**src/rtl/dior_pkg.sv**
```systemverilog
// Purpose: shared constants for the digital io routing block
// Assumes: 100 MHz controller clock, 32-bit input and output words
// Notes: selector codes and bit positions are fixed by the io map
package dior_pkg;

	// timing
	localparam int unsigned DIOR_CLK_HZ = 100000000;
	localparam int unsigned DIOR_SAMPLE_MS = 1;
	localparam int unsigned DIOR_SAMPLE_CYCLES = DIOR_CLK_HZ / 1000 * DIOR_SAMPLE_MS;
	localparam int unsigned DIOR_LED_HALF_MS = 250;
	localparam int unsigned DIOR_LED_HALF_TICKS = DIOR_LED_HALF_MS / DIOR_SAMPLE_MS;

	//////////////////////////////////////////////////////////////////////////////////////////
	// raw input vector layout
	localparam int unsigned DIOR_NUM_PHYS_IN = 16;
	localparam int unsigned DIOR_RAW_W = 23;
	localparam int unsigned DIOR_RAW_PHYS_LSB = 0;
	localparam int unsigned DIOR_RAW_HALL_LSB = 16;
	localparam int unsigned DIOR_RAW_ENC_LSB = 19;
	localparam int unsigned DIOR_RAW_NET_BIT = 22;
	localparam logic [22:0] DIOR_RAW_RESET = 23'h000000;

	//////////////////////////////////////////////////////////////////////////////////////////
	// word layout
	localparam int unsigned DIOR_WORD_W = 32;
	localparam int unsigned DIOR_LEVEL_LSB = 16;
	localparam int unsigned DIOR_BRAKE_BIT = 0;
	localparam int unsigned DIOR_INTERLOCK_BIT = 3;
	localparam int unsigned DIOR_NUM_OUT = 2;
	localparam logic [31:0] DIOR_WORD_RESET = 32'h00000000;
	localparam logic [15:0] DIOR_REACTION_RESET = 16'h0000;

	//////////////////////////////////////////////////////////////////////////////////////////
	// input selector codes
	localparam int unsigned DIOR_SEL_W = 8;
	localparam int unsigned DIOR_SEL_INV_BIT = 7;
	localparam logic [6:0] DIOR_SRC_ZERO = 7'h00;
	localparam logic [6:0] DIOR_SRC_PHYS_FIRST = 7'h01;
	localparam logic [6:0] DIOR_SRC_PHYS_LAST = 7'h10;
	localparam logic [6:0] DIOR_SRC_HALL_U = 7'h41;
	localparam logic [6:0] DIOR_SRC_HALL_V = 7'h42;
	localparam logic [6:0] DIOR_SRC_HALL_W = 7'h43;
	localparam logic [6:0] DIOR_SRC_ENC_A = 7'h44;
	localparam logic [6:0] DIOR_SRC_ENC_B = 7'h45;
	localparam logic [6:0] DIOR_SRC_ENC_I = 7'h46;
	localparam logic [6:0] DIOR_SRC_NET = 7'h48;

	//////////////////////////////////////////////////////////////////////////////////////////
	// output route selector layout
	localparam int unsigned DIOR_ROUTE_W = 16;
	localparam int unsigned DIOR_ROUTE_SRC_LSB = 8;
	localparam int unsigned DIOR_ROUTE_CTL_INV_BIT = 7;
	localparam logic [7:0] DIOR_OSRC_ONE = 8'h00;
	localparam logic [7:0] DIOR_OSRC_ZERO = 8'h01;

	// led control field
	localparam int unsigned DIOR_LED_GREEN_BIT = 0;
	localparam int unsigned DIOR_LED_RED_BIT = 1;

	// interlock states
	typedef enum logic [1:0] {
		DIOR_IL_OFF = 2'b00,
		DIOR_IL_OK = 2'b01,
		DIOR_IL_FAULT = 2'b10
	} dior_il_e;

endpackage

```
**src/rtl/dior_lvl_if.sv**
```systemverilog
// Purpose: carries the sample tick and the filtered input levels
// Assumes: one clock domain
// Notes: core drives the tick, filter returns levels
`timescale 1ns/1ps
`default_nettype none
interface dior_lvl_if #(
	parameter int unsigned W = 23
);
	logic tick;
	logic [W-1:0] level;

	modport core (output tick, input level);
	modport filt (input tick, output level);
endinterface
`default_nettype wire

```
**src/rtl/dior_in_filter.sv**
```systemverilog
// Purpose: synchronise and deglitch the digital input pins
// Assumes: tick pulses once per sample period
// Notes: a level is taken only when two successive samples agree
`timescale 1ns/1ps
`default_nettype none
module dior_in_filter #(
	parameter int unsigned W = 23
) (
	// clock and reset
	input wire logic ref_clk_i,
	input wire logic rst_b_i,
	// pins
	input wire logic [W-1:0] raw_i,
	// core side
	dior_lvl_if.filt lvl
);

	typedef struct packed {
		logic [W-1:0] sync1;
		logic [W-1:0] sync2;
		logic [W-1:0] last;
		logic [W-1:0] stable;
	} dior_filt_s;

	dior_filt_s s;
	dior_filt_s next_s;

	always_comb begin
		next_s = s;
		next_s.sync1 = raw_i;
		next_s.sync2 = s.sync1;
		if (lvl.tick) begin
			next_s.last = s.sync2; // see RQ17
			// pulses shorter than one period never meet two equal samples
			next_s.stable = (s.sync2 & ~(s.sync2 ^ s.last)) | (s.stable & (s.sync2 ^ s.last)); // see RQ17
		end
	end

	always_ff @(posedge ref_clk_i) begin
		if (!rst_b_i) begin
			s <= '0;
		end else begin
			s <= next_s;
		end
	end

	assign lvl.level = s.stable;

endmodule
`default_nettype wire

```
**src/rtl/dior_out_calc.sv**
```systemverilog
// Purpose: compute the applied output bit pattern
// Assumes: inputs are stable registered configuration
// Notes: pure logic, registered by the caller on the sample tick
`timescale 1ns/1ps
`default_nettype none
module dior_out_calc #(
	parameter int unsigned NUM_OUT = 2
) (
	// command and configuration
	input wire logic [31:0] dout_word_i,
	input wire logic route_en_i,
	input wire logic [NUM_OUT*16-1:0] route_sel_i,
	input wire logic [31:0] force_en_i,
	input wire logic [31:0] force_val_i,
	input wire logic [31:0] polarity_i,
	// result
	output logic [31:0] applied_o
);

	// control bit index beyond the word gates from zero
	function automatic logic ctl_bit(input logic [31:0] word, input logic [6:0] idx);
		logic r;
		r = 1'b0;
		if (idx < 7'(dior_pkg::DIOR_WORD_W)) begin
			r = word[idx[4:0]];
		end
		return r;
	endfunction

	logic [31:0] cmd;
	logic [31:0] value;
	logic [31:0] used;
	logic [15:0] sel;
	logic src;
	logic gate;

	always_comb begin
		cmd = dout_word_i; // see RQ8 see RQ9
		used = '0;
		used[dior_pkg::DIOR_BRAKE_BIT] = 1'b1;
		sel = '0;
		src = 1'b0;
		gate = 1'b0;
		for (int k = 0; k < NUM_OUT; k++) begin
			used[dior_pkg::DIOR_LEVEL_LSB + k] = 1'b1;
			if (route_en_i) begin // see RQ15
				sel = route_sel_i[k*16 +: 16];
				// encoder and pwm sources are not built here and read as zero
				src = (sel[15:8] == dior_pkg::DIOR_OSRC_ONE); // see RQ14
				gate = ctl_bit(dout_word_i, sel[6:0]) ^ sel[dior_pkg::DIOR_ROUTE_CTL_INV_BIT]; // see RQ14 see RQ16
				cmd[dior_pkg::DIOR_LEVEL_LSB + k] = src & gate;
			end
		end
		value = (force_en_i & force_val_i) | (~force_en_i & cmd); // see RQ11
		applied_o = (value ^ polarity_i) & used; // see RQ10 see RQ12
	end

endmodule
`default_nettype wire

```
**src/rtl/dior_top.sv**
```systemverilog
// Purpose: digital input crossbar, interlock and output stage
// Assumes: configuration ports are held steady by the controller
// Notes: everything except the leds and the fault trigger pulse is recomputed once per sample tick
//
// Notes on behaviour
// RQ1 - one input selector per input word bit
// RQ2 - code zero is 0, codes 1-16 physical
// RQ3 - hall, encoder and network status codes
// RQ4 - selector bit 7 inverts the source
// RQ5 - interlock bit low forces error and reaction
// RQ6 - interlock acts only when mask bit 3
// RQ7 - crossbar only when routing enabled, else fixed
// RQ8 - output k from word bit 16+k
// RQ9 - low word bits special, bit 0 brake
// RQ10 - polarity bit selects open or closed logic
// RQ11 - override mask replaces commanded output value
// RQ12 - readback shows applied output pattern
// RQ13 - led bits enable green and red flashing
// RQ14 - route selector: source high, control index low
// RQ15 - output routing only when routing enabled
// RQ16 - route selector bit 7 inverts control bit
// RQ17 - sample once per millisecond, drop short pulses
// RQ18 - unlisted selector codes give constant zero
// RQ19 - recompute everything on each sample tick; the leds are recomputed every cycle
`timescale 1ns/1ps
`default_nettype none
module dior_top #(
	parameter int unsigned TICK_CYCLES = dior_pkg::DIOR_SAMPLE_CYCLES,
	parameter int unsigned LED_HALF_TICKS = dior_pkg::DIOR_LED_HALF_TICKS,
	parameter int unsigned NUM_OUT = dior_pkg::DIOR_NUM_OUT
) (
	// clock and reset
	input wire logic ref_clk_i,
	input wire logic rst_b_i,
	// input pins
	input wire logic [15:0] phys_in_i,
	input wire logic [2:0] hall_in_i,
	input wire logic [2:0] enc_in_i,
	input wire logic net_active_i,
	// input configuration
	input wire logic in_route_en_i,
	input wire logic [255:0] input_source_selectors_i,
	input wire logic [15:0] in_func_en_i,
	// interlock and error
	input wire logic [15:0] fault_reaction_option_i,
	input wire logic fault_ack_i,
	input wire logic ctrl_error_i,
	// output configuration
	input wire logic [31:0] digital_output_word_i,
	input wire logic [31:0] out_polarity_i,
	input wire logic [31:0] out_force_en_i,
	input wire logic [31:0] out_force_val_i,
	input wire logic out_route_en_i,
	input wire logic [NUM_OUT*16-1:0] output_route_selectors_i,
	input wire logic [1:0] led_ctrl_i,
	// input results
	output logic [31:0] digital_input_word_o,
	output logic motion_permit_o,
	output logic interlock_error_o,
	output logic fault_trigger_o,
	output logic [15:0] fault_reaction_o,
	// output results
	output logic [31:0] out_applied_o,
	output logic brake_o,
	output logic [NUM_OUT-1:0] out_pin_o,
	output logic [NUM_OUT-1:0] out_pin_oe_o,
	output logic led_green_o,
	output logic led_red_o
);

	localparam int unsigned CNT_W = $clog2(TICK_CYCLES + 1);
	localparam int unsigned LED_W = $clog2(LED_HALF_TICKS + 1);
	localparam logic [CNT_W-1:0] CNT_LAST = CNT_W'(TICK_CYCLES - 1);
	localparam logic [LED_W-1:0] LED_LAST = LED_W'(LED_HALF_TICKS - 1);

	// the input word is a special function half and a level half of equal width
	localparam int unsigned LVL_LSB = dior_pkg::DIOR_LEVEL_LSB;
	localparam int unsigned NUM_PHYS = dior_pkg::DIOR_NUM_PHYS_IN;
	// applied resets to zero, so the pins start pulled low to agree with the readback
	localparam logic [NUM_OUT-1:0] OE_RESET = ~dior_pkg::DIOR_WORD_RESET[LVL_LSB +: NUM_OUT];

	typedef struct packed {
		logic [CNT_W-1:0] tick_cnt;
		logic tick;
		logic [31:0] din;
		dior_pkg::dior_il_e il;
		logic il_err;
		logic motion_permit;
		logic trigger;
		logic [15:0] reaction;
		logic [31:0] applied;
		logic brake;
		logic [NUM_OUT-1:0] pin_oe;
		logic [LED_W-1:0] led_cnt;
		logic blink;
		logic led_g;
		logic led_r;
	} dior_top_s;

	//////////////////////////////////////////////////////////////////////////////////////////
	// crossbar source pick
	function automatic logic pick_src(input logic [7:0] code, input logic [22:0] lv);
		logic [6:0] base;
		logic hit;
		logic v;
		base = code[6:0];
		hit = 1'b1;
		v = 1'b0;
		if (base == dior_pkg::DIOR_SRC_ZERO) begin
			v = 1'b0; // see RQ2
		end else if (base >= dior_pkg::DIOR_SRC_PHYS_FIRST && base <= dior_pkg::DIOR_SRC_PHYS_LAST) begin
			v = lv[dior_pkg::DIOR_RAW_PHYS_LSB + 4'(base - 7'h01)]; // see RQ2
		end else if (base >= dior_pkg::DIOR_SRC_HALL_U && base <= dior_pkg::DIOR_SRC_HALL_W) begin
			v = lv[dior_pkg::DIOR_RAW_HALL_LSB + 2'(base - dior_pkg::DIOR_SRC_HALL_U)]; // see RQ3
		end else if (base >= dior_pkg::DIOR_SRC_ENC_A && base <= dior_pkg::DIOR_SRC_ENC_I) begin
			v = lv[dior_pkg::DIOR_RAW_ENC_LSB + 2'(base - dior_pkg::DIOR_SRC_ENC_A)]; // see RQ3
		end else if (base == dior_pkg::DIOR_SRC_NET) begin
			v = lv[dior_pkg::DIOR_RAW_NET_BIT]; // see RQ3
		end else begin
			hit = 1'b0; // see RQ18
		end
		// unlisted codes stay zero even with the invert bit set
		return hit & (v ^ code[dior_pkg::DIOR_SEL_INV_BIT]); // see RQ4
	endfunction

	// selector byte that feeds input word bit n
	function automatic logic [7:0] sel_code(input logic [255:0] sels, input int unsigned n);
		return sels[n*8 +: 8];
	endfunction

	//////////////////////////////////////////////////////////////////////////////////////////
	// input filter
	dior_lvl_if #(.W(dior_pkg::DIOR_RAW_W)) lvl ();

	logic [22:0] raw;
	// bit order follows the raw layout constants of the package
	assign raw = {net_active_i, enc_in_i, hall_in_i, phys_in_i};
	// every pin, status included, ages through the same filter

	dior_in_filter #(
		.W(dior_pkg::DIOR_RAW_W)
	) u_filter (
		.ref_clk_i(ref_clk_i),
		.rst_b_i(rst_b_i),
		.raw_i(raw),
		.lvl(lvl.filt)
	);

	//////////////////////////////////////////////////////////////////////////////////////////
	// output calculation
	logic [31:0] calc_applied;

	dior_out_calc #(
		.NUM_OUT(NUM_OUT)
	) u_out_calc (
		.dout_word_i(digital_output_word_i),
		.route_en_i(out_route_en_i),
		.route_sel_i(output_route_selectors_i),
		.force_en_i(out_force_en_i),
		.force_val_i(out_force_val_i),
		.polarity_i(out_polarity_i),
		.applied_o(calc_applied)
	);

	//////////////////////////////////////////////////////////////////////////////////////////
	// state
	dior_top_s s;
	dior_top_s next_s;
	logic [31:0] next_din;
	logic il_bit;
	logic il_en;
	logic err_any;

	assign lvl.tick = s.tick;

	//////////////////////////////////////////////////////////////////////////////////////////
	// next state
	always_comb begin
		next_s = s;
		next_din = '0;
		il_bit = 1'b0;
		il_en = in_func_en_i[dior_pkg::DIOR_INTERLOCK_BIT]; // see RQ6
		err_any = 1'b0;
		next_s.trigger = 1'b0;
		// tick generator: the first tick comes TICK_CYCLES cycles after reset
		next_s.tick = (s.tick_cnt == CNT_LAST); // see RQ17
		next_s.tick_cnt = next_s.tick ? '0 : CNT_W'(s.tick_cnt + 1'b1);

		// input word, low half: special function bits from the crossbar when routed, else gated by their enables
		for (int n = 0; n < LVL_LSB; n++) begin
			if (in_route_en_i) begin // see RQ7
				next_din[n] = pick_src(sel_code(input_source_selectors_i, n), lvl.level); // see RQ1
			end else begin
				next_din[n] = lvl.level[n] & in_func_en_i[n]; // see RQ7
			end
		end

		// high half: crossbar picks when routed, else plain levels of the physical inputs
		for (int n = 0; n < NUM_PHYS; n++) begin
			if (in_route_en_i) begin // see RQ7
				next_din[LVL_LSB + n] = pick_src(
					sel_code(input_source_selectors_i, LVL_LSB + n), lvl.level); // see RQ1
			end else begin
				next_din[LVL_LSB + n] = lvl.level[dior_pkg::DIOR_RAW_PHYS_LSB + n]; // see RQ7
			end
		end

		if (s.tick) begin
			// results of this sample
			next_s.din = next_din; // see RQ19
			// output stage
			next_s.applied = calc_applied; // see RQ19
			next_s.brake = calc_applied[dior_pkg::DIOR_BRAKE_BIT]; // see RQ9
			for (int k = 0; k < NUM_OUT; k++) begin
				// open drain: a low level is driven, a high level is released
				next_s.pin_oe[k] = ~calc_applied[dior_pkg::DIOR_LEVEL_LSB + k]; // see RQ8
			end

			// interlock
			il_bit = next_din[dior_pkg::DIOR_INTERLOCK_BIT];
			unique case (s.il)
				dior_pkg::DIOR_IL_OFF: begin
					if (il_en) begin // see RQ6
						next_s.il = il_bit ? dior_pkg::DIOR_IL_OK : dior_pkg::DIOR_IL_FAULT; // see RQ5
						next_s.trigger = ~il_bit; // see RQ5
					end
				end
				dior_pkg::DIOR_IL_OK: begin
					if (!il_en) begin // see RQ6
						next_s.il = dior_pkg::DIOR_IL_OFF;
					end else if (!il_bit) begin
						next_s.il = dior_pkg::DIOR_IL_FAULT; // see RQ5
						next_s.trigger = 1'b1; // see RQ5
					end
				end
				dior_pkg::DIOR_IL_FAULT: begin
					// the error state holds until acknowledged with the release back or the interlock disabled
					if (fault_ack_i && (il_bit || !il_en)) begin
						next_s.il = dior_pkg::DIOR_IL_OFF;
					end
				end
				default: begin
					next_s.il = dior_pkg::DIOR_IL_OFF;
				end
			endcase
			// frozen at entry so a later change cannot alter a stop in progress
			if (next_s.trigger) begin
				next_s.reaction = fault_reaction_option_i; // see RQ5
			end
			next_s.motion_permit = (next_s.il != dior_pkg::DIOR_IL_FAULT); // see RQ5
			next_s.il_err = (next_s.il == dior_pkg::DIOR_IL_FAULT); // see RQ5

			// led flashing
			// the blink phase runs freely; enabling an led does not restart it
			if (s.led_cnt == LED_LAST) begin
				next_s.led_cnt = '0;
				next_s.blink = ~s.blink;
			end else begin
				next_s.led_cnt = LED_W'(s.led_cnt + 1'b1);
			end
		end

		// leds lag the error state by one cycle, far below what the eye resolves
		err_any = (s.il == dior_pkg::DIOR_IL_FAULT) | ctrl_error_i;
		next_s.led_g = led_ctrl_i[dior_pkg::DIOR_LED_GREEN_BIT] & ~err_any & s.blink; // see RQ13
		next_s.led_r = led_ctrl_i[dior_pkg::DIOR_LED_RED_BIT] & err_any & s.blink; // see RQ13
	end

	//////////////////////////////////////////////////////////////////////////////////////////
	// registers
	always_ff @(posedge ref_clk_i) begin
		if (!rst_b_i) begin
			s <= '0;
			s.din <= dior_pkg::DIOR_WORD_RESET;
			s.applied <= dior_pkg::DIOR_WORD_RESET;
			s.reaction <= dior_pkg::DIOR_REACTION_RESET;
			s.il <= dior_pkg::DIOR_IL_OFF;
			s.motion_permit <= 1'b1;
			s.pin_oe <= OE_RESET; // see RQ12
		end else begin
			s <= next_s;
		end
	end

	//////////////////////////////////////////////////////////////////////////////////////////
	// outputs
	// input results
	assign digital_input_word_o = s.din;
	assign motion_permit_o = s.motion_permit;
	assign interlock_error_o = s.il_err;
	assign fault_trigger_o = s.trigger;
	assign fault_reaction_o = s.reaction;
	// output results
	assign out_applied_o = s.applied;
	assign brake_o = s.brake;
	// open-drain data is always low; only the enable moves
	assign out_pin_o = '0;
	assign out_pin_oe_o = s.pin_oe;
	assign led_green_o = s.led_g;
	assign led_red_o = s.led_r;

endmodule
`default_nettype wire

```
**config.mk**
```make
export PLATFORM = sky130hd
export DESIGN_NAME = dior_top
export DESIGN_NICKNAME = d
export VERILOG_FILES = /design/src/rtl/dior_pkg.sv /design/src/rtl/dior_lvl_if.sv /design/src/rtl/dior_in_filter.sv /design/src/rtl/dior_out_calc.sv /design/src/rtl/dior_top.sv
export SDC_FILE = /design/constraint.sdc
export NUM_CORES = 1
export LEC_CHECK = 0
export ABC_AREA = 1
export CORE_AREA = 2 2 221 223
export CTS_CLUSTER_DIAMETER = 200
export DETAILED_ROUTE_END_ITERATION = 7
export DIE_AREA = 0 0 223 225
export DONT_BUFFER_PORTS = 1
export SYNTH_ARGS = -nofsm -noshare
export SYNTH_HDL_FRONTEND = slang
export SYNTH_SLANG_ARGS = --single-unit
```
**constraint.sdc**
```tcl
create_clock -name ref_clk_i -period 7 [get_ports ref_clk_i]
set_input_delay 1.4 -clock ref_clk_i [delete_from_list [all_inputs] [get_ports ref_clk_i]]
set_output_delay 1.4 -clock ref_clk_i [all_outputs]
set_load 0.02 [all_outputs]
```
==> results_dict.tcl <==
set metrics [dict create \
    power_density_nw_per_um2 121.8 \
    grt_pass1_wl_mm 127.0 \
    post-route-util 0.4900 \
    timing.setup.tns_ns 0 \
    antenna-diode-count 0 \
    fill_cells 5160 \
    synth.area.top_cells "dfxtp_1 15%, nand2_1 14%, a21oi_1 11%" \
    netlist_instances 4138 \
    yosysUniqueCellTypes 55 \
    grt_pass1_vias 22960 \
    die_w_um 223 \
    rows 80 \
    clk_latency_ns 0.47 \
    holdWs_ns 0.4156 \
    max-slew-margin-rel 0.2572 \
    post_cts_resized 0 \
    seqCellArea_um2 3598 \
    status "complete, no violations" \
    cts_hold_buffers 0 \
    drc_errors 0 \
    p_leak_nw 11.14 \
    fin_worst_skew_ns 0.02022 \
    fin_crit_ns 3.257 \
    worst_pin_slew_ns 1.113 \
    firstDrtPassIters 8 \
    crit_fanout 35 \
    grt_setup_unrepaired "no" \
    critPathTopFamily "buffers and inverters" \
    core_area_um2 47550 \
    grt_max_degree 148 \
    clock-sinks 179 \
    placed_area_um2 22680 \
    synth_common_cells "870 x nand2_1, 517 x a21oi_1, 484 x inv_1" \
    final_nets 4529 \
    yosysSeqAreaShare 0.1547 \
    place_ws_ns 3.397 \
    yosys.area.top_type "dfxtp_1" \
    drtIter0Drc 2509 \
    cts_buffers 17 \
    die_area_um2 50180 \
    route.met2.wl_mm 37.26 \
    routed_wl_mm 83.51 \
    startpoint_type "register" \
    clock.fmax_mhz 307.0 \
    period_share 0.4653 \
    stdcell_area_um2 23300 \
    fp.dieH_um 225 \
    cts_root_buf "clkbuf_16" \
    wl_per_cell_um 18.37 \
    clk_path_buf_depth 2 \
    htree_levels 4 \
    highest_layer "met5" \
    slew_violations 0 \
    wl_met1_mm 36.55 \
    ys_ff_latch 179 \
    multi_input_area_um2 16250 \
    area_delta_synth_final_pct 0.5835 \
    start_util 0.4871 \
    path_clk_slew_ns 0.09 \
    cp.arrival_ns 3.66 \
    cp_cell_sequence "buf_4, inv_1, o21ai_0, a21oi_1, nand3b_1, nand3_1, nand2_1, nand2_1, nand2_1, nand2_1, nand3_1, a21oi_1" \
    synth.avg_cell_area_um2 5.597 \
    critPathMostFrequentCell "nand2_1" \
    yosysTopAreaCellShare 0.1547 \
    maxCapViolCount 0 \
    peakVddDrop_mv 0.1928 \
    endpoint_kind "register" \
    max_stage_delay_ns 0.73 \
    synth-edff-count 0 \
    post_cts_buffers 0 \
    antenna_found_initial 1 \
    grt_remaining_overflow 0 \
    crit_type "reg2reg" \
    gp_congestion 0.9208 \
    vias_per_cell 5.739 \
    met3_length_mm 7.301 \
    hold_viol_final 0 \
    crit_buf_inv 2 \
    crit_required_ns 7.40 \
    ios 569 \
    grt_use_total 0.3191 \
    yosysWarningCount 0 \
    port-buffer-count 0 \
    synth_area_um2 23160 \
    hold_class "reg2reg" \
    critPathSlowestCell "dfxtp_2" \
    layout-drive-gt1-share 0.02467 \
    post-synth-top-count-cell "nand2_1" \
    async_reset_ff_frac 0 \
    synth-main-ff-cell "dfxtp_1" \
    antenna_left 0 \
    cts_tree "built" \
    timing.final.ws_setup_ns 3.743 \
    setup_viol 0 \
    via_count 26100 \
    dp.final_hpwl_mm 56.68 \
]
[cell type report]
class | instances | area share
multi-input cells | 3196 | 0.6974
flip-flops and latches | 179 | 0.1545
inverters | 500 | 0.08072
well taps | 615 | 0.03303
clock buffers | 18 | 0.01885
repair buffers | 25 | 0.008056
clock inverters | 14 | 0.007519
[worst register-to-register path, cell delays in order (launching register included)]
cell and delay [ns]:
dfxtp_2 0.73, buf_4 0.62, inv_1 0.64, o21ai_0 0.32
a21oi_1 0.10, nand3b_1 0.15, nand3_1 0.10, nand2_1 0.05
nand2_1 0.07, nand2_1 0.06, nand2_1 0.06, nand3_1 0.15
a21oi_1 0.17
[path summary, 6_finish.rpt]
path                                                  to           startpoint  slack [ns]  depth (start not counted)
worst max-delay path            digital_input_word_o[10]             register        3.74                         12
worst min register to register            u_filter.s[54]  u_filter.next_s[54]        0.42                          2
worst max register to register  digital_input_word_o[10]             register        3.74                         12
worst min-delay path                      u_filter.s[54]  u_filter.next_s[54]        0.42                          2
[layer usage]
layer	vias up	global-route usage
met4	2	0.09764
met5	-	0
met2	1070	0.5233
met3	145	0.05971
met1	11630	0.4242
li1	13260	-
[cell usage in the layout (no fill, tap or decap), types with 18 or more instances in the layout]
cell type	Yosys	final
a21oi_1	517	517
conb_1	1	31
a31oi_1	60	60
nand3b_1	30	30
nand2_1	870	870
buf_4	88	25
nor2_1	442	442
a21boi_0	18	18
nand3_1	282	282
or2_2	19	19
nand4_1	43	43
inv_1	484	483
nor3_1	52	52
xnor2_1	35	35
o21ai_0	444	444
dfxtp_1	179	169
o211ai_1	55	55
nor4_1	42	42
ha_1	131	131
[through the flow]
stage	instances	total power [mW]
floorplan	4168	1.744
global placement	4515	1.814
detailed placement	4515	1.815
CTS	4547	2.845
global route	4547	3.008
finish	4547	2.836
[kinds of logic after synthesis]
group,synth area share
other,0.0001619
AOI/OAI and AO/OA,0.2799
adders and majority gates,0.07077
muxes,0.0004322
buffers and inverters,0.1487
DFF,0.1547
xor gates and xnor gates,0.01626
and+or+nand+nor,0.3290
[where the power goes]
part | switching, mW | total (mW) | internal, mW | leakage, nW
sequential | 0.00691 | 1.04 | 1.03 | 1.46
combinational | 0.482 | 0.768 | 0.286 | 9.39
clock | 0.533 | 1.03 | 0.498 | 0.292
total | 1.02 | 2.84 | 1.81 | 11.1
No activity file was read; power rests on OpenSTA's default activity.
